===== src/pkg/uart_rx_consts.svh =====
// Register offsets, field positions, reset values and bit-timing counts.
`ifndef UART_RX_CONSTS_SVH
`define UART_RX_CONSTS_SVH
`define OFS_CTRL    4'h0
`define OFS_STATUS  4'h4
`define OFS_DATA    4'h8
`define OFS_BAUD    4'hC
`define CB_RECEIVER_ENABLE     0
`define CB_NINE     1
`define CB_PEN      2
`define CB_PTYPE    3
`define CB_TWOSTOP  4
`define CB_BRK      5
`define CB_RIE      6
`define SB_READY    0
`define SB_OVR      1
`define SB_NOISE    2
`define SB_FRAMING_ERROR_FLAG     3
`define SB_PARITY_ERROR_FLAG     4
`define SB_IDLE     5
`define CTRL_RST    7'h00
`define BAUD_RST    8'h00
`define OS_LAST     4'hF
`define SMP_A       4'h7
`define SMP_B       4'h8
`define SMP_C       4'h9
`define BRK_BITS    4'hD
`endif


===== src/pkg/uart_rx_pkg.sv =====
// Types shared by the serial receive and break logic.
package uart_rx_pkg;
  typedef logic [31:0] word_t;
  typedef enum logic [2:0] {
    R_IDLE  = 3'b000,
    R_START = 3'b001,
    R_DATA  = 3'b010,
    R_STOP  = 3'b011,
    R_WAIT  = 3'b100
  } rx_state_t;
  typedef enum logic [1:0] {
    T_IDLE = 2'b00,
    T_BRK  = 2'b01,
    T_STOP = 2'b10
  } tx_state_t;
endpackage : uart_rx_pkg


===== src/hw/rx_fifo.sv =====
// Small shift-queue holding received words with their status bits.
`timescale 1ns/1ps
module rx_fifo #(
  parameter int WIDTH = 12,
  parameter int DEPTH = 2
) (
  input  wire logic             clk_i,
  input  wire logic             rst_i,
  input  wire logic             flush_i,
  input  wire logic             push_i,
  input  wire logic [WIDTH-1:0] push_data_i,
  input  wire logic             pop_i,
  output logic                  full_o,
  output logic                  empty_o,
  output logic [WIDTH-1:0]      head_o
);
  logic [WIDTH-1:0]     ent [DEPTH];
  logic [DEPTH-1:0]     vld;
  logic                 do_pop;
  logic                 do_push;

  // The head is entry zero, so read data always come out of a flip-flop.
  assign do_pop  = pop_i & vld[0];
  assign do_push = push_i & (~vld[DEPTH-1] | do_pop);
  assign full_o  = vld[DEPTH-1];
  assign empty_o = ~vld[0];
  assign head_o  = ent[0];

  // Each entry either shifts down on a pop or takes the pushed word.
  for (genvar i = 0; i < DEPTH; i++) begin : g_ent
    logic nv_up;
    logic pv_dn;
    logic tk_here;
    if (i == DEPTH - 1) begin : g_top
      assign nv_up = 1'b0;
    end else begin : g_mid
      assign nv_up = vld[i+1];
    end
    // The bottom entry has no neighbour below, so it counts as occupied.
    if (i == 0) begin : g_bot
      assign pv_dn = 1'b1;
    end else begin : g_upr
      assign pv_dn = vld[i-1];
    end
    assign tk_here = do_push & (do_pop ? (vld[i] & ~nv_up) : (~vld[i] & pv_dn));
    always_ff @(posedge clk_i) begin
      if (rst_i || flush_i) begin
        vld[i] <= 1'b0;
      end else if (do_pop) begin
        vld[i] <= nv_up | tk_here;
      end else begin
        vld[i] <= vld[i] | tk_here;
      end
    end
    // Reset clears stored flags; a pop does not clear entries, so the head of an empty queue holds a stale word.
    always_ff @(posedge clk_i) begin
      if (rst_i || flush_i) begin
        ent[i] <= '0;
      end else if (tk_here) begin
        ent[i] <= push_data_i;
      end else if (do_pop && i != DEPTH - 1) begin
        ent[i] <= ent[(i + 1) % DEPTH];
      end
    end
  end

  // A push into a queue with room leaves it non-empty next cycle.
  push_lands_a: assert property (@(posedge clk_i) disable iff (rst_i)
    push_i && !full_o && !flush_i |=> !empty_o)
    else $error("pushed word not held");
endmodule : rx_fifo


===== src/hw/uart_rx_break.sv =====
// Serial receiver with two-word buffer, break sender and Wishbone register slave.
//
// Summary of operation
// - Break starts at next transmission once request held over divisor+1 clocks.
// - Break is a start bit plus 13 times N zero bits, then stop.
// - Breaks repeat while requested; after clearing, finish then send stop bits.
// - Sending break never raises a transmit-empty interrupt.
// - Word length 8 or 9 bits; ninth bit read as bit 8 of the data register.
// - Recovery runs at sixteen ticks per bit; shifter once per bit.
// - Each bit level is a majority of three samples.
// - Bits shift in least significant first.
// - After stop sample, word moves to buffer if room; enable starts search.
// - Buffer holds two words while a third shifts in; read in time.
// - Overrun sets flag, keeps buffer, drops word, requests interrupt if enabled.
// - Ready flag while buffer holds data; transfer requests interrupt if enabled.
// - Ready, overrun, noise clear by status read then data read, or by disabling the receiver.
// - Break ends after word plus one stop; sets ready, framing, idle; zeros.
// - After break wait for high line before seeking a start bit.
// - Idle flag low from start detection to stop bit, else high.
// - Noise flag rises with ready, data kept, no own interrupt.
// - Framing error when stop bit samples zero.
// - Parity error when enabled parity of word mismatches selected type.
// - Framing and parity flags reset-cleared, stored with the word.
// - Parity type selects odd or even; receiver checks one stop bit.
`timescale 1ns/1ps
`include "uart_rx_consts.svh"
module uart_rx_break (
  input  wire logic               clk_i,
  input  wire logic               rst_i,
  input  wire logic               wb_cyc_i,
  input  wire logic               wb_stb_i,
  input  wire logic               wb_we_i,
  input  wire logic [3:0]         wb_adr_i,
  input  wire logic [3:0]         wb_sel_i,
  input  wire uart_rx_pkg::word_t wb_dat_i,
  output uart_rx_pkg::word_t      wb_dat_o,
  output logic                    wb_ack_o,
  input  wire logic               rx_i,
  output logic                    tx_o,
  output logic                    rx_int_req_o
);
  import uart_rx_pkg::*;

  logic [6:0]  serial_control_one;
  logic [7:0]  baud_divisor, div_cnt;
  logic        s1, s2, s3, rx_level, rx_prev;
  rx_state_t   rx_st;
  logic [3:0]  os_cnt, bit_idx, tx_os, tx_bits;
  logic [1:0]  smp;
  logic [8:0]  receive_shift_register;
  logic        tick, noise_acc, maj, dis, at_mid, push, brk_armed, receiver_idle_flag;
  logic [11:0] push_data, head;
  logic        fifo_full, fifo_empty, overrun_flag, armed, pop, bus_req, rd_status, rd_data;
  word_t       next_dat;
  tx_state_t   tx_st;
  logic [8:0]  brk_cnt;
  logic        receiver_enable, nine_bit_select, parity_enable, parity_type;
  logic        two_stop, break_request, receive_interrupt_enable;

  assign receiver_enable          = serial_control_one[`CB_RECEIVER_ENABLE];
  assign nine_bit_select          = serial_control_one[`CB_NINE];
  assign parity_enable            = serial_control_one[`CB_PEN];
  assign parity_type              = serial_control_one[`CB_PTYPE];
  assign two_stop                 = serial_control_one[`CB_TWOSTOP];
  assign break_request            = serial_control_one[`CB_BRK];
  assign receive_interrupt_enable = serial_control_one[`CB_RIE];

  // Bus decode; the answer comes one cycle after the request and lasts one cycle.
  assign bus_req   = wb_cyc_i & wb_stb_i & ~wb_ack_o;
  assign rd_status = bus_req & ~wb_we_i & (wb_adr_i == `OFS_STATUS);
  assign rd_data   = bus_req & ~wb_we_i & (wb_adr_i == `OFS_DATA);

  always_ff @(posedge clk_i) begin
    if (rst_i) begin
      wb_ack_o <= 1'b0;
    end else begin
      wb_ack_o <= bus_req;
    end
  end

  // Control and divisor writes; only byte lane zero carries fields.
  always_ff @(posedge clk_i) begin
    if (rst_i) begin
      serial_control_one <= `CTRL_RST;
      baud_divisor       <= `BAUD_RST;
    end else if (bus_req && wb_we_i && wb_sel_i[0]) begin
      if (wb_adr_i == `OFS_CTRL) begin
        serial_control_one <= wb_dat_i[6:0];
      end
      if (wb_adr_i == `OFS_BAUD) begin
        baud_divisor <= wb_dat_i[7:0];
      end
    end
  end

  // Read mux; unmapped addresses and writes answer with zero.
  always_comb begin
    next_dat = 32'h0000_0000;
    if (bus_req && !wb_we_i) begin
      unique case (wb_adr_i)
        `OFS_CTRL:   next_dat[6:0] = serial_control_one;
        `OFS_BAUD:   next_dat[7:0] = baud_divisor;
        `OFS_DATA:   next_dat[8:0] = head[8:0];
        `OFS_STATUS: next_dat[5:0] = {receiver_idle_flag, head[9], head[10],
                                      head[11] & ~fifo_empty, overrun_flag, ~fifo_empty};
        default:     next_dat = 32'h0000_0000;
      endcase
    end
  end

  always_ff @(posedge clk_i) begin
    if (rst_i) begin
      wb_dat_o <= 32'h0000_0000;
    end else begin
      wb_dat_o <= next_dat;
    end
  end

  // Read sequence: a status read arms, the following data read pops.
  assign pop = rd_data & armed;

  always_ff @(posedge clk_i) begin
    if (rst_i || !receiver_enable) begin
      armed <= 1'b0;
    end else if (rd_status) begin
      armed <= 1'b1;
    end else if (rd_data) begin
      armed <= 1'b0;
    end
  end

  // Sixteen-times baud tick from the divisor.
  always_ff @(posedge clk_i) begin
    if (rst_i || div_cnt == baud_divisor) begin
      div_cnt <= 8'h00;
    end else begin
      div_cnt <= div_cnt + 8'h01;
    end
  end
  assign tick = (div_cnt == baud_divisor);

  // Pin synchroniser; the level changes only when the last two stages agree.
  always_ff @(posedge clk_i) begin
    if (rst_i) begin
      s1       <= 1'b1;
      s2       <= 1'b1;
      s3       <= 1'b1;
      rx_level <= 1'b1;
      rx_prev  <= 1'b1;
    end else begin
      s1      <= rx_i;
      s2      <= s1;
      s3      <= s2;
      rx_prev <= rx_level;
      if (s2 == s3) begin
        rx_level <= s3;
      end
    end
  end

  // Majority of the samples taken at ticks seven, eight and nine.
  assign maj    = (smp[0] & smp[1]) | (smp[0] & rx_level) | (smp[1] & rx_level);
  assign dis    = ~((smp[0] == smp[1]) && (smp[1] == rx_level));
  assign at_mid = tick && os_cnt == `SMP_C;

  // Hand the word over at the stop sample; the buffer refuses it if full, unless a pop comes in the same cycle.
  assign push = (rx_st == R_STOP) && at_mid;
  // Stop sampled low is a framing error; parity over all frame bits.
  assign push_data = {noise_acc | dis, ~maj,
                      parity_enable & ((^receive_shift_register) != parity_type),
                      receive_shift_register};

  // Receive state machine.
  always_ff @(posedge clk_i) begin
    if (rst_i || !receiver_enable) begin
      rx_st   <= R_IDLE;
      os_cnt  <= 4'h0;
      bit_idx <= 4'h0;
      smp     <= 2'b11;
      noise_acc <= 1'b0;
      receive_shift_register <= 9'h000;
    end else begin
      if (tick) begin
        os_cnt <= os_cnt + 4'h1;
        if (os_cnt == `SMP_A) smp[0] <= rx_level;
        if (os_cnt == `SMP_B) smp[1] <= rx_level;
        if (at_mid && rx_st != R_IDLE) noise_acc <= noise_acc | dis;
      end
      unique case (rx_st)
        R_IDLE: begin
          if (rx_prev && !rx_level) begin
            rx_st     <= R_START;
            os_cnt    <= 4'h0;
            noise_acc <= 1'b0;
            receive_shift_register <= 9'h000;
          end
        end
        R_START: begin
          // A start bit not low at mid-bit was a glitch.
          if (at_mid && maj) begin
            rx_st <= R_IDLE;
          end else if (tick && os_cnt == `OS_LAST) begin
            rx_st   <= R_DATA;
            bit_idx <= 4'h0;
          end
        end
        R_DATA: begin
          if (at_mid) begin
            receive_shift_register[bit_idx] <= maj;
          end
          // Eight or nine frame bits; one stop bit checked.
          if (tick && os_cnt == `OS_LAST) begin
            if (bit_idx == (nine_bit_select ? 4'h8 : 4'h7)) begin
              rx_st <= R_STOP;
            end
            bit_idx <= bit_idx + 4'h1;
          end
        end
        R_STOP: begin
          // A break ends here after word plus one stop, then waits.
          if (at_mid) begin
            rx_st <= maj ? R_IDLE : R_WAIT;
          end
        end
        R_WAIT: begin
          // A line still low after a break is not a start bit.
          if (rx_level) begin
            rx_st <= R_IDLE;
          end
        end
        default: rx_st <= R_IDLE;
      endcase
    end
  end

  // Idle from the stop sample until the next start detection.
  assign receiver_idle_flag = (rx_st == R_IDLE) || (rx_st == R_WAIT);

  // Two-entry buffer; flags travel with the word.
  rx_fifo #(.WIDTH(12), .DEPTH(2)) u_fifo (
    .clk_i       (clk_i),
    .rst_i       (rst_i),
    .flush_i     (~receiver_enable),
    .push_i      (push),
    .push_data_i (push_data),
    .pop_i       (pop),
    .full_o      (fifo_full),
    .empty_o     (fifo_empty),
    .head_o      (head)
  );

  // Overrun is sticky; the clearing read wins over a new overrun.
  always_ff @(posedge clk_i) begin
    if (rst_i || !receiver_enable) begin
      overrun_flag <= 1'b0;
    end else begin
      overrun_flag <= (push & fifo_full & ~pop) | (overrun_flag & ~pop);
    end
  end

  // Transfer or overrun pulses the request; noise adds none.
  always_ff @(posedge clk_i) begin
    if (rst_i) begin
      rx_int_req_o <= 1'b0;
    end else begin
      rx_int_req_o <= push & receive_interrupt_enable;
    end
  end

  // The request must stand beyond divisor plus one clocks to arm.
  always_ff @(posedge clk_i) begin
    if (rst_i || !break_request) begin
      brk_cnt   <= 9'h000;
      brk_armed <= 1'b0;
    end else if (brk_cnt > {1'b0, baud_divisor}) begin
      brk_armed <= 1'b1;
    end else begin
      brk_cnt <= brk_cnt + 9'h001;
    end
  end

  // Break sender; bit periods are sixteen ticks. No transmit flag exists.
  always_ff @(posedge clk_i) begin
    if (rst_i) begin
      tx_st   <= T_IDLE;
      tx_os   <= 4'h0;
      tx_bits <= 4'h0;
    end else begin
      if (tick) begin
        tx_os <= tx_os + 4'h1;
      end
      unique case (tx_st)
        T_IDLE: begin
          if (brk_armed && tick) begin // Start on a tick so the first bit is full length.
            tx_st   <= T_BRK;
            tx_os   <= 4'h0;
            tx_bits <= 4'h0;
          end
        end
        T_BRK: begin
          // Start bit then thirteen zeros; each repeated break adds thirteen zeros.
          if (tick && tx_os == `OS_LAST) begin
            if (tx_bits == `BRK_BITS) begin
              // Repeat while requested, else go to stop bits.
              tx_st   <= break_request ? T_BRK : T_STOP;
              tx_bits <= break_request ? 4'h1 : 4'h0;
            end else begin
              tx_bits <= tx_bits + 4'h1;
            end
          end
        end
        T_STOP: begin
          if (tick && tx_os == `OS_LAST) begin
            tx_bits <= tx_bits + 4'h1;
            if (tx_bits == {3'b000, two_stop}) begin
              tx_st <= T_IDLE;
            end
          end
        end
        default: tx_st <= T_IDLE;
      endcase
    end
  end

  always_ff @(posedge clk_i) begin
    if (rst_i) begin
      tx_o <= 1'b1;
    end else begin
      tx_o <= (tx_st != T_BRK);
    end
  end

  ack_pulse_a: assert property (@(posedge clk_i) disable iff (rst_i)
    wb_ack_o |=> !wb_ack_o)
    else $error("ack held more than one cycle");
  ack_timing_a: assert property (@(posedge clk_i) disable iff (rst_i)
    wb_cyc_i && wb_stb_i && !wb_ack_o |=> wb_ack_o)
    else $error("ack not one cycle after request");
  brk_arm_a: assert property (@(posedge clk_i) disable iff (rst_i)
    brk_armed |-> brk_cnt == {1'b0, baud_divisor} + 9'h001)
    else $error("break armed at wrong count");
  brk_line_a: assert property (@(posedge clk_i) disable iff (rst_i)
    tx_st == T_BRK |=> !tx_o)
    else $error("line high during break");
  brk_len_a: assert property (@(posedge clk_i) disable iff (rst_i)
    tx_st == T_BRK ##1 tx_st == T_STOP |-> $past(tx_bits) == `BRK_BITS)
    else $error("break shorter than thirteen bits");
  idle_flag_a: assert property (@(posedge clk_i) disable iff (rst_i)
    rx_st == R_DATA |-> !receiver_idle_flag)
    else $error("idle flag high inside frame");
  overrun_set_a: assert property (@(posedge clk_i) disable iff (rst_i)
    push && fifo_full && !pop && receiver_enable |=> overrun_flag && fifo_full)
    else $error("overrun not flagged");
  ready_irq_a: assert property (@(posedge clk_i) disable iff (rst_i)
    push && receive_interrupt_enable |=> rx_int_req_o)
    else $error("receive request missing");
  break_wait_a: assert property (@(posedge clk_i) disable iff (rst_i)
    rx_st == R_WAIT && !rx_level && receiver_enable |=> rx_st == R_WAIT)
    else $error("left break wait on low line");
endmodule : uart_rx_break


===== config.mk =====
export PLATFORM = sky130hd
export DESIGN_NAME = uart_rx_break
export DESIGN_NICKNAME = d
export VERILOG_FILES = /design/src/pkg/uart_rx_pkg.sv /design/src/hw/rx_fifo.sv /design/src/hw/uart_rx_break.sv
export VERILOG_INCLUDE_DIRS = /design/src /design/src/pkg
export SDC_FILE = /design/constraint.sdc
export NUM_CORES = 1
export LEC_CHECK = 0
export BUFFER_PORTS_ARGS = -buffer_cell sky130_fd_sc_hd__buf_2
export CAP_MARGIN = 20
export CELL_PAD_IN_SITES_DETAIL_PLACEMENT = 1
export CELL_PAD_IN_SITES_GLOBAL_PLACEMENT = 2
export CORE_ASPECT_RATIO = 1.2
export CORE_UTILIZATION = 38
export CTS_CLUSTER_SIZE = 14
export DETAILED_ROUTE_END_ITERATION = 12
export PLACE_DENSITY_LB_ADDON = 0.2
export SYNTH_ARGS = -nofsm -noshare
export SYNTH_HDL_FRONTEND = slang
export SYNTH_SLANG_ARGS = --single-unit

===== constraint.sdc =====
create_clock -name clk_i -period 6.18 [get_ports clk_i]
set_input_delay 1.236 -clock clk_i [delete_from_list [all_inputs] [get_ports clk_i]]
set_output_delay 1.236 -clock clk_i [all_outputs]
set_load 0.005 [all_outputs]

# Yosys cells after proc, flatten, opt, wreduce, memory -nomap -nowiden
# Memory sizes are Yosys's and may differ from the RTL's.
# Index checks and enable logic that the tools add are counted.
# op_classes
add_sub_neg	6
n_lt_le_gt_ge	3
n_eq_ne	37
n_mux	67
bitwise_logic	41
reduce_logical	42
# ops
cell	n
two-way mux 4 bit	14
two-way mux 12 bit	3
equality test 4 bit (second input constant)	7
!= test 2 bit (second input constant)	13
two-way mux 1 bit	24
two-way mux 3 bit	8
case mux 6 bit (4 select lines)	1
AND 1 bit	20
two-way mux 9 bit	2
case mux 9 bit (2 select lines)	1
adder 4 x 1 -> 4 bit (second input constant)	4
case mux 3 bit (5 select lines)	1
logical AND 1 bit	13
two-way mux 2 bit	6
case mux 4 bit (3 select lines)	1
bitwise OR 1 bit	11
NOT 1 bit	10
adder 9 x 1 -> 9 bit (second input constant)	1
bitwise mux 9 bit	1
greater-than comparator 9 x 8 -> 1 bit	1
parity 9 bit	1
adder 8 x 1 -> 8 bit (second input constant)	1
equality test 4 x 3 -> 1 bit (second input constant)	2
equality test 8 bit	1
32 further kinds	49
# word_totals
ff_bits	110
ramBits	24
word_cells	227
n_memories	1
# mem_list
name	depth	width	read_ports	rd_clocked_by_memory_dff	wr	line	source
u_fifo.ent	2	12	2	0	2	rx_fifo.sv:17	logic [WIDTH-1:0] ent [DEPTH];

# Depth between registers and ports, before layout
# Gate-level depths: netlist (run 1).
# depth
depth_word	14
mapped_depth	9
mapped_depth_nobuf	8

# By module
# A second synthesis (run 1) with hierarchy kept.
# hier_totals
hier_cells	611
hier_area_um2	5764.3
# by_module_without_submodules
mod	instances	cells_each	area_each_um2	seq_area_each_um2
uart_rx_break	1	538	4668.2	1701.6
rx_fifo	1	73	1096.1	760.7

# Least setup slack after synthesis (run 1)
# OpenSTA, ideal clock, no wires.
# synth_timing
path_kind	input to register
from	in wb_stb_i
to	mem u_fifo.ent[1][0] (enable)
arrival_time_ns	2.796
setup_slack_ns	3.034
stages	7
cell_sequence	nand3b_1 > or2_2 > clkbuf_1 > nor4b_2 > xnor2_1 > nand3_1 > nand2_1
# synth_lines
item	line	source
start, declared	uart_rx_break.sv:31	input wire logic wb_stb_i,
end, declared	rx_fifo.sv:17	

==> impl.org, run 1 <==
** Pwr
- Registers are responsible for 54.2% of the overall power.
- Internal power comes to 0.00105 W.
- The worst-case IR drop observed on VDD is ~0.13 mV.
- Share of power burned in combinational logic :: 5.3%
- In this run the static leakage power is approximately 2.4 nW.
- Fraction of power spent switching nets :: ~24%
- Of the total power, the clock network draws just over 40%.
- Power per standard cell area :: between 200 and 250 nW/um^2
- Net load switching power :: around 0.00033 W

** Place
- Global placement routability congestion :: 0.799
- Summing all placed instances gives a cell area of 5930 sq um.
- During placement, the flow inserted port buffers numbering 30.
- Placed instance count :: 814
- Detailed placement finished with a half-perimeter wire length of 10400 um.

** Global route
- For this run, global-route usage on met1 was measured as 22.8%.
- For this run, global-route usage on met2 was measured as 33.9%.
- In the global route stage, overall resource usage came out at 19.0%.
- The number of antenna violations at the first check in global routing is 0.
- Maximum number of pins on one net before global-route repair :: between 40 and 50
- Via count of the first global-routing pass :: 4480
- For this run, global-route usage on met3 was measured as 2.46%.
- The layer flagged by global routing as most heavily used is met2.
- Residual overflow from global routing :: 0
- The first global-routing pass estimated around 23000 um of wire.

** Timing
- Number of endpoints with negative hold slack in the final report :: 0
- Setup TNS :: 0 ns
- Worst Skew :: 0.00865 ns
- The tightest hold path in the finished design has a slack of 0.444 ns.
- Worst slew slack as a fraction of its limit :: 28.8%
- Max Fclk :: 322 MHz
- Number of max-slew violations in the final report :: 0
- After layout, the minimum clock period comes to 3.11 ns.
- Setup violations remaining at the end of the flow were counted as 0.
- For the pin with the worst max-slew slack, the measured transition is around 1.1 ns.
- Setup repair after global routing left no endpoint under its margin.
- Share of the cycle needed by the critical path after routing :: 50.3%

** Logic synthesis
- Leading register cell type out of synthesis :: sky130_fd_sc_hd__dfxtp_1
- A synthesized cell averages 9.43 sq um.
- After synthesis, the largest family of logic cells by area is simple AND/OR/NAND/NOR gates.
- Simple-gate area share of the yosys netlist :: 21.2%
- Post-synthesis instance area :: about 5700 sq um
- Share of the yosys chip area belonging to registers :: between 40% and 50%
- Yosys printed 0 warnings.
- Synth Register Bits :: 111
- Post-synthesis cell count :: 601
- Counting flops with a built-in enable in the synthesized netlist gives 24.
- Synthesized-area fraction occupied by xor and xnor cells :: under 10%
- Synthesis instantiated 61 different standard cells from the library.
- FFs w/ async S/R, synth :: 0%
- Area share of fa/ha/maj cells after synthesis :: 5.74%
- Summing the areas of all compound-gate instances in the mapped netlist gives a little under an eighth of the synthesized area.
- Post-synthesis mux area share :: 7.11%

** Clock network
- Once the clock tree was built, the setup fixing pass inserted 0 buffers.
- Post-CTS resize count :: 0
- After clock tree synthesis, the clock-pin slew on the worst setup and hold paths is 0.07 ns.
- CTS HTree Levels :: 3
- Root Buffer Master :: sky130_fd_sc_hd__clkbuf_16
- TritonCTS clock tree :: done
- Number of buffers added to fix hold violations after cts :: 0
- The clock drives 111 sinks.
- Clock latency on the worst-skew pair :: ~0.36 ns
- The longest clock path from root to sink contains 2 buffers.
- Counting the buffers created by CTS gives 9.

** Floorplan
- The floorplan step defined a die boundary enclosing approximately 15000 sq um.
- # rows :: 48
- 81 I/O pins were placed.
- Measured along the x axis, the die boundary spans 113 um.
- Vertical die dimension :: 136 um
- Starting density of the core :: 39.1%
- After floorplanning, the core was sized to cover about 14000 sq um.

** Critical path
- Type of the setup path with the least slack :: in2reg
- Data on the critical path arrives at its endpoint at 3.11 ns.
- Critical path launch point type :: input port
- STA classifies the critical path endpoint as a flop.
- At the worst endpoint, the required time is 6.18 ns.
- CP Max Fanout :: 12

** Run
- Across the run, the number of max-cap violations was 0.

** Run status
- Outcome :: finished, final reports clean

** Routing
- DR pass1 iterations :: 4
- Post-detailed-route wirelength per cell :: 16.9 um
- Total routed wirelength :: 14000 um
- Remaining number of nets flagged by the antenna check after routing :: 0
- In this run, the number of DRC markers left after iteration 0 of detailed routing was 160.
- Drc violations :: 0
- The final route contains 4311 vias.
- After detailed routing, the number of vias per cell comes to around 5.2.

** Cells and area
- In the final layout, flip-flops and latches occupy 2460 sq um.
- Excluding fillers, the count of instances in the completed layout stands at approximately 830.
- From synthesis to final layout, the design area changed by 9.70%.
- Number of inserted filler cells in the final layout :: 1708
- Final core area utilization :: 42.9%
- The net count of the finished layout is 698.
- The number of antenna diodes in the final layout is 0.
- Post-route cell area :: 6210 sq um
- Layout cell share with drive strength beyond 1 :: 11.4%
- Area of the multi-input gates :: 2940 sq um

** Hold path
- Type of the tightest min-delay check :: reg2reg
## power by group through the flow
stage | logic [W] | clock network [W] | registers (W)
after floorplan | 0.0000608 | 0 | 0.000764
after global placement | 0.0000699 | 0 | 0.000765
after detailed placement | 0.0000721 | 0 | 0.000765
after CTS | 0.0000726 | 0.000573 | 0.000748
after global routing | 0.0000814 | 0.000597 | 0.000750
final | 0.0000725 | 0.000559 | 0.000748
## logic make-up (layout without fill, tap and decap cells)
group,Yosys count,count (layout)
compound gates,100,100
mux,40,40
flops,111,111
other cells,1,23
simple gates,226,226
xor+xnor,29,29
fa+ha+maj,26,26
buf+inv,68,76
## state kept, by name, indices dropped and copies added (netlist names), 3 cells and up
name	cells
u_fifo.ent	24
brk_cnt	9
receive_shift_register	9
wb_dat_o	9
baud_divisor	8
div_cnt	8
serial_control_one	7
bit_idx	4
os_cnt	4
tx_bits	4
tx_os	4
rx_st	3
## cell usage after synthesis (all sizes together) (5+ instances only)
cell type | count | area [sq um]
and3 | 5 | 31.3
edfxtp | 24 | 721
nand2 | 43 | 164
a21oi | 34 | 170
nor2b | 7 | 43.8
and2 | 16 | 100
o22ai | 7 | 43.8
clkbuf | 18 | 67.6
a311oi | 7 | 61.3
xnor2 | 13 | 114
nand2b | 11 | 68.8
nand3 | 23 | 115
o21ai | 13 | 65.1
nor2 | 59 | 221
nor3 | 11 | 60.1
inv | 24 | 90.1
nor4 | 6 | 56.3
buf | 26 | 186
dfxtp | 87 | 1740
or2 | 6 | 37.5
a22o | 10 | 87.6
mux2i | 38 | 380
or3 | 5 | 31.3
ha | 26 | 325
xor2 | 16 | 140
nand3b | 7 | 52.6
nand4 | 9 | 56.3
## routing by layer
metal | wire [um] | vias to the layer above | share of wire [%]
met5 | 0 | - | 0
met4 | 259 | 0 | 1.8
met3 | 298 | 19 | 2.1
met2 | 7160 | 51 | 51
met1 | 6310 | 2111 | 45
li1 | - | 2130 | -
## placed cells by master, fill, tap and decap left out, types with 10 or more instances in the layout
cell	count
sky130_fd_sc_hd__a21oi_1	34
sky130_fd_sc_hd__a22o_1	10
sky130_fd_sc_hd__and2_1	16
sky130_fd_sc_hd__buf_2	30
sky130_fd_sc_hd__conb_1	23
sky130_fd_sc_hd__dfxtp_1	87
sky130_fd_sc_hd__edfxtp_1	24
sky130_fd_sc_hd__ha_1	26
sky130_fd_sc_hd__inv_1	24
sky130_fd_sc_hd__mux2i_1	38
sky130_fd_sc_hd__nand2_1	42
sky130_fd_sc_hd__nand2b_1	11
sky130_fd_sc_hd__nand3_1	23
sky130_fd_sc_hd__nor2_1	59
sky130_fd_sc_hd__nor3_1	10
sky130_fd_sc_hd__o21ai_0	13
sky130_fd_sc_hd__xnor2_1	13
sky130_fd_sc_hd__xor2_1	16
## worst paths after layout
kind | startpoint | end | slack, ns | cells past startpoint
worst min-delay path | s1$_SDFF_PP1_ | s2$_SDFF_PP1_ | 0.44 | 1
worst max register to register | baud_divisor[7]$_SDFFE_PP0P_ | u_fifo.ent[1][4]$_SDFFCE_PN0P_ | 3.28 | 7
worst max-delay path | wb_stb_i | u_fifo.ent[1][4]$_SDFFCE_PN0P_ | 3.07 | 7
worst min register to register | s1$_SDFF_PP1_ | s2$_SDFF_PP1_ | 0.44 | 1
## critical path: stages
cell and delay (ns):
sky130_fd_sc_hd__buf_2 0.08, sky130_fd_sc_hd__nand3b_1 0.14, sky130_fd_sc_hd__or2_2 0.41, sky130_fd_sc_hd__nor4b_2 0.50, sky130_fd_sc_hd__xnor2_1 0.22, sky130_fd_sc_hd__nand3_1 0.11, sky130_fd_sc_hd__nand2_1 0.40
## stage by stage
stage / total power (W) / setup slack (ns)
2_1_floorplan: 0.000824 / 3.03
5_1_grt: 0.00143 / 2.93
3_3_place_gp: 0.000835 / 2.73
3_5_place_dp: 0.000837 / 2.68
6_report: 0.00138 / 3.07
4_1_cts: 0.00139 / 3.06
## cell type report
cell class	instances	share of cell area, %
repair buffers	36	3.14
clock buffers	10	3.68
inverters	24	1.45
clock inverters	6	0.745
flip-flops and latches	111	39.6
multi-input cells	444	47.3
well taps	200	4.03
(Power assumes the default switching activity.)
==> run 2: changes to the inputs <==
- ABC_AREA: not set -> 1
- CORE_UTILIZATION: 38 -> 30
- clock period: 6.18 -> 2.8 ns (I/O delays scaled with it)
==> run 2 against run 1 <==
Compared with the run above:
- critical path depth stayed put
- die area rose by 30%
- cell area rose by 3.8%
- clock skew up 0.00070 ns
- synthesized cell count grew 26%
- critical endpoint is now u_fifo.ent[0][4]$_DFFE_PP_
- largest cell class unchanged
==> impl.org, run 2 <==
** Routing
- The first-pass iteration count of the detailed router came to 4 (unchanged).
- Total routed wirelength :: 15100 um (+7.7%)
- Remaining number of nets flagged by the antenna check after routing :: 0 (unchanged)
- Post-detailed-route wirelength per cell :: 14.4 um (-15%)
- Via density per instance :: 4.56 (-12%)
- The first-iteration detailed-routing DRC count came to 124 (-23%).
- The count of vias placed by the detailed router is 4790 (+11%).
- Drc violations :: 0 (unchanged)

** Logic synthesis
- Largest area contributor in the synthesized netlist :: sky130_fd_sc_hd__dfxtp_1
- Leading post-synthesis cells by instance count :: 145 x sky130_fd_sc_hd__nand2_1, 99 x sky130_fd_sc_hd__nor2_1, 87 x sky130_fd_sc_hd__dfxtp_1, 87 x sky130_fd_sc_hd__inv_1, 49 x sky130_fd_sc_hd__a21oi_1
- Share of the yosys chip area belonging to registers :: 42.2% (-1.3 points)
- Mean instance size in the synthesized netlist :: 7.71 sq um (-18%)
- Number of warnings issued by yosys :: 0 (unchanged)
- The share of Yosys cell area claimed by the top area cell type came to 29.8% (-0.90 points).
- The number of flip-flops and latches in the synthesized netlist is 111 (unchanged).
- The number of cells produced by synthesis was 757 (+26%).
- The number of distinct standard cells referenced by the synthesized netlist came to 45 (-26%).
- The number of enable-type register cells in the synthesized netlist is 24 (unchanged).
- Most frequent cell after synthesis :: sky130_fd_sc_hd__nand2_1
- Leading register cell type out of synthesis :: sky130_fd_sc_hd__dfxtp_1
- Sorting the synthesized cells by area gives the leading types as sky130_fd_sc_hd__dfxtp_1 30%, sky130_fd_sc_hd__edfxtp_1 12%, sky130_fd_sc_hd__nand2_1 9.3%.
- FFs w/ async S/R, synth :: 0% (unchanged)
- Post-synthesis instance area :: 5840 sq um (+3.0%)

** Cells and area
- More flip-flops sit in one register than any other, and that register is u_fifo.ent.
- The layout net count is 862 (+23%).
- The flip-flop count of the largest register, all copies and words added was 24 (unchanged).
- The count of filler cells inserted in the layout came to 2341 (+37%).
- Register Area :: 2460 sq um (unchanged)
- The area occupied by multi-input gates came to 2840 sq um (-3.5%).
- Post-route cell area :: 6450 sq um (+3.8%)
- Area added between synthesis and finish :: 10.6%
- Leading cell type in the layout, fill and taps excluded :: sky130_fd_sc_hd__nand2_1
- Leaving out fill and tap cells, the most frequent cells in the layout are 145 x sky130_fd_sc_hd__nand2_1, 99 x sky130_fd_sc_hd__nor2_1, 87 x sky130_fd_sc_hd__inv_1, 87 x sky130_fd_sc_hd__dfxtp_1, 49 x sky130_fd_sc_hd__a21oi_1.
- The fraction of final layout cells sized beyond drive strength 1 was 13.3% (+1.9 points).
- Number of diodes :: 0 (unchanged)

** Global route
- Maximum number of pins on one net before global-route repair :: 25 (-43%)
- Total global routing track utilization :: 16.1% (-2.9 points)
- Antenna violations before repair :: 0 (unchanged)
- The global-route wire length before repair came to 24600 um (+8.8%).
- The total global routing overflow is 0 (unchanged).
- The via count of the first global-routing pass was 4866 (+8.6%).

** Timing
- Max Fclk :: approximately 460 MHz
- Share of the cycle needed by the critical path after routing :: approximately 80%
- Setup TNS :: 0 ns (unchanged)
- Worst hold slack :: 0.380 ns (-0.0641 ns)
- Setup repair after global routing left no endpoint under its margin.
- Number of max-slew violations in the final report :: 0 (unchanged)
- The worst path needs around 2.2 ns of the cycle, external delays included.
- The worst slew margin relative to its limit is 63.7% (+35 points).
- Finish-stage setup viols :: 0 (unchanged)
- Worst Skew :: 0.00935 ns (+0.000699 ns)
- Slew of the pin with the lowest slew margin :: 0.544 ns (-0.524 ns)
- Worst path setup slack after routing :: 0.611 ns (-2.46 ns)
- The final hold violation count is 0 (unchanged).

** Critical path
- Worst path slowest cell :: sky130_fd_sc_hd__dfxtp_1
- Chain of cells forming the critical path :: xnor2_1, nand2_2, nor2_4, nand3_4, nor2_4, nand2_2, nand3_1
- Arrival @ worst endpoint :: 2.19 ns (-0.92 ns)
- The stage delay of the slowest cell on the critical path was 0.46 ns (-0.04 ns).
- The worst setup path is launched from a flop.
- The critical path is of the reg2reg type.
- Crit. End Element :: flop
- The data required time at the worst endpoint is 2.80 ns (-3.38 ns).
- The peak fanout along the critical path is 12 (unchanged).

** Clock network
- The number of hold buffers added after CTS came to 0 (unchanged).
- Number of buffers inserted to repair setup after CTS :: 0 (unchanged)
- The post-cts gate resize count was 0 (unchanged).
- Clock buffers created by TritonCTS :: 9 (unchanged)
- The clock slew seen by the registers of the worst setup and hold paths came to 0.07 ns (about the same).
- In this run the clock root is driven by a sky130_fd_sc_hd__clkbuf_16.
- TritonCTS built the clock tree.
- The clock sink count is 111 (unchanged).
- CTS HTree Levels :: 3 (unchanged)
- The clock latency on the worst-skew pair came to 0.36 ns (about the same).
- Buffer levels on the longest clock path :: 2 (unchanged)

** Place
- The post-place instance area came to 6180 sq um (+4.2%).
- The placer congestion estimate was 0.818 (+2.5%).
- Pre-CTS setup slack :: 0.386 ns (-2.30 ns)
- The number of input and output port buffers inserted came to 30 (unchanged).
- Post-detail-place hpwl :: 12200 um (+17%)

** Pwr
- The leakage power came to 2.52 nW (+4.4%).
- Fraction of power spent switching nets :: 25.3% (+1.1 points)
- The power density relative to cell area came to 483 nW/um^2 (+120%).
- The switching power came to 0.000788 W (+140%).
- Share of power burned in combinational logic :: 6.6% (+1.3 points)
- The sequential power share came to 53.9% (-0.3 points).
- Worst-case vdd ir drop :: 0.280 mV (+120%)
- The clock share of power is 39.5% (-1.0 points).
- The cell-internal power came to 0.00233 W (+120%).

** Run
- Number of max-capacitance violations reported :: 0 (unchanged)

** Floorplan
- The total I/O pin count was 81 (unchanged).
- The height of the die came to 155 um (+14%).
- The die area is 20000 sq um (+30%).
- Starting density of the core :: 30.8% (-8.3 points)
- The placeable core region came to 18900 sq um (+31%).
- Die X-Extent :: 129 um (+14%)
- The number of rows in the core area is 55 (+15%).

** Run status
- Outcome :: finished, final reports clean

** Hold path
- The worst hold path belongs to the class in2reg.
==> run 2: changes by cell type after synthesis, sizes merged, moves of 7 or more <==
| cell | delta |
|---|---|
| mux2i | -38 |
| a22o | -9 |
| clkbuf | -13 |
| a21oi | +16 |
| a311oi | -7 |
| nand2b | -11 |
| nor2 | +61 |
| and2 | -16 |
| o21ai | +33 |
| inv | +72 |
| nand2 | +110 |
| nand3 | +16 |
==> run 2: worst max-delay path: cells and delay by family (launching register included) <==
family	cells	cell delay, ns
AND/OR/NAND/NOR	6	1.19
flip-flops	1	0.46
XOR/XNOR	1	0.17
==> run 2: final timing paths <==
| check | start | end | slack, ns | cells past startpoint |
|---|---|---|---|---|
| setup reg to reg | baud_divisor[7]$_SDFFE_PP0P_ | u_fifo.ent[0][4]$_DFFE_PP_ | 0.61 | 7 |
| hold / removal | rx_i | s1$_SDFF_PP1_ | 0.38 | 2 |
| setup / recovery | baud_divisor[7]$_SDFFE_PP0P_ | u_fifo.ent[0][4]$_DFFE_PP_ | 0.61 | 7 |
| hold reg to reg | s1$_SDFF_PP1_ | s2$_SDFF_PP1_ | 0.45 | 1 |
==> run 2: cells by family after synthesis <==
logic type / Yosys count / share of synthesized area [%]
AOI/OAI and AO/OA: 113 / 11.3
other: 1 / 0.0642
buffers and inverters: 134 / 10.6
DFF: 111 / 42.2
and+or+nand+nor: 349 / 26.8
xor gates and xnor gates: 23 / 3.45
adders and majority gates: 26 / 5.57
==> run 2: layout make-up <==
cell class | instances | share of cell area [%]
timing repair buffer | 35 | 2.91
clock inverter | 7 | 0.756
sequential | 111 | 38.2
multi-input combinational | 534 | 44.0
inverter | 99 | 5.76
clock buffer | 9 | 3.49
tap | 256 | 4.96
==> run 2: stage by stage <==
step	util [%]	std cells	total power [W]
6_report	34.1	1051	0.00311
5_1_grt	34.1	1051	0.00326
4_1_cts	34.1	1051	0.00317
3_5_place_dp	32.7	1035	0.00192
3_3_place_gp	32.7	1035	0.00191
2_1_floorplan	-	779	0.00187
==> run 2: per-layer routing <==
metal / track usage [%] / share of wire [%]
met5: 0 / 0
met1: 18.3 / 43
met4: 6.05 / 1.5
met3: 1.83 / 1.5
met2: 30.3 / 54
==> run 2: power groups by stage <==
stage | combinational [W] | sequential [W] | clock, W
after floorplan | 0.000165 | 0.00171 | 0
after global placement | 0.000198 | 0.00171 | 0
after detailed placement | 0.000207 | 0.00172 | 0
after CTS | 0.000208 | 0.00168 | 0.00128
after global routing | 0.000236 | 0.00168 | 0.00134
final | 0.000206 | 0.00168 | 0.00123
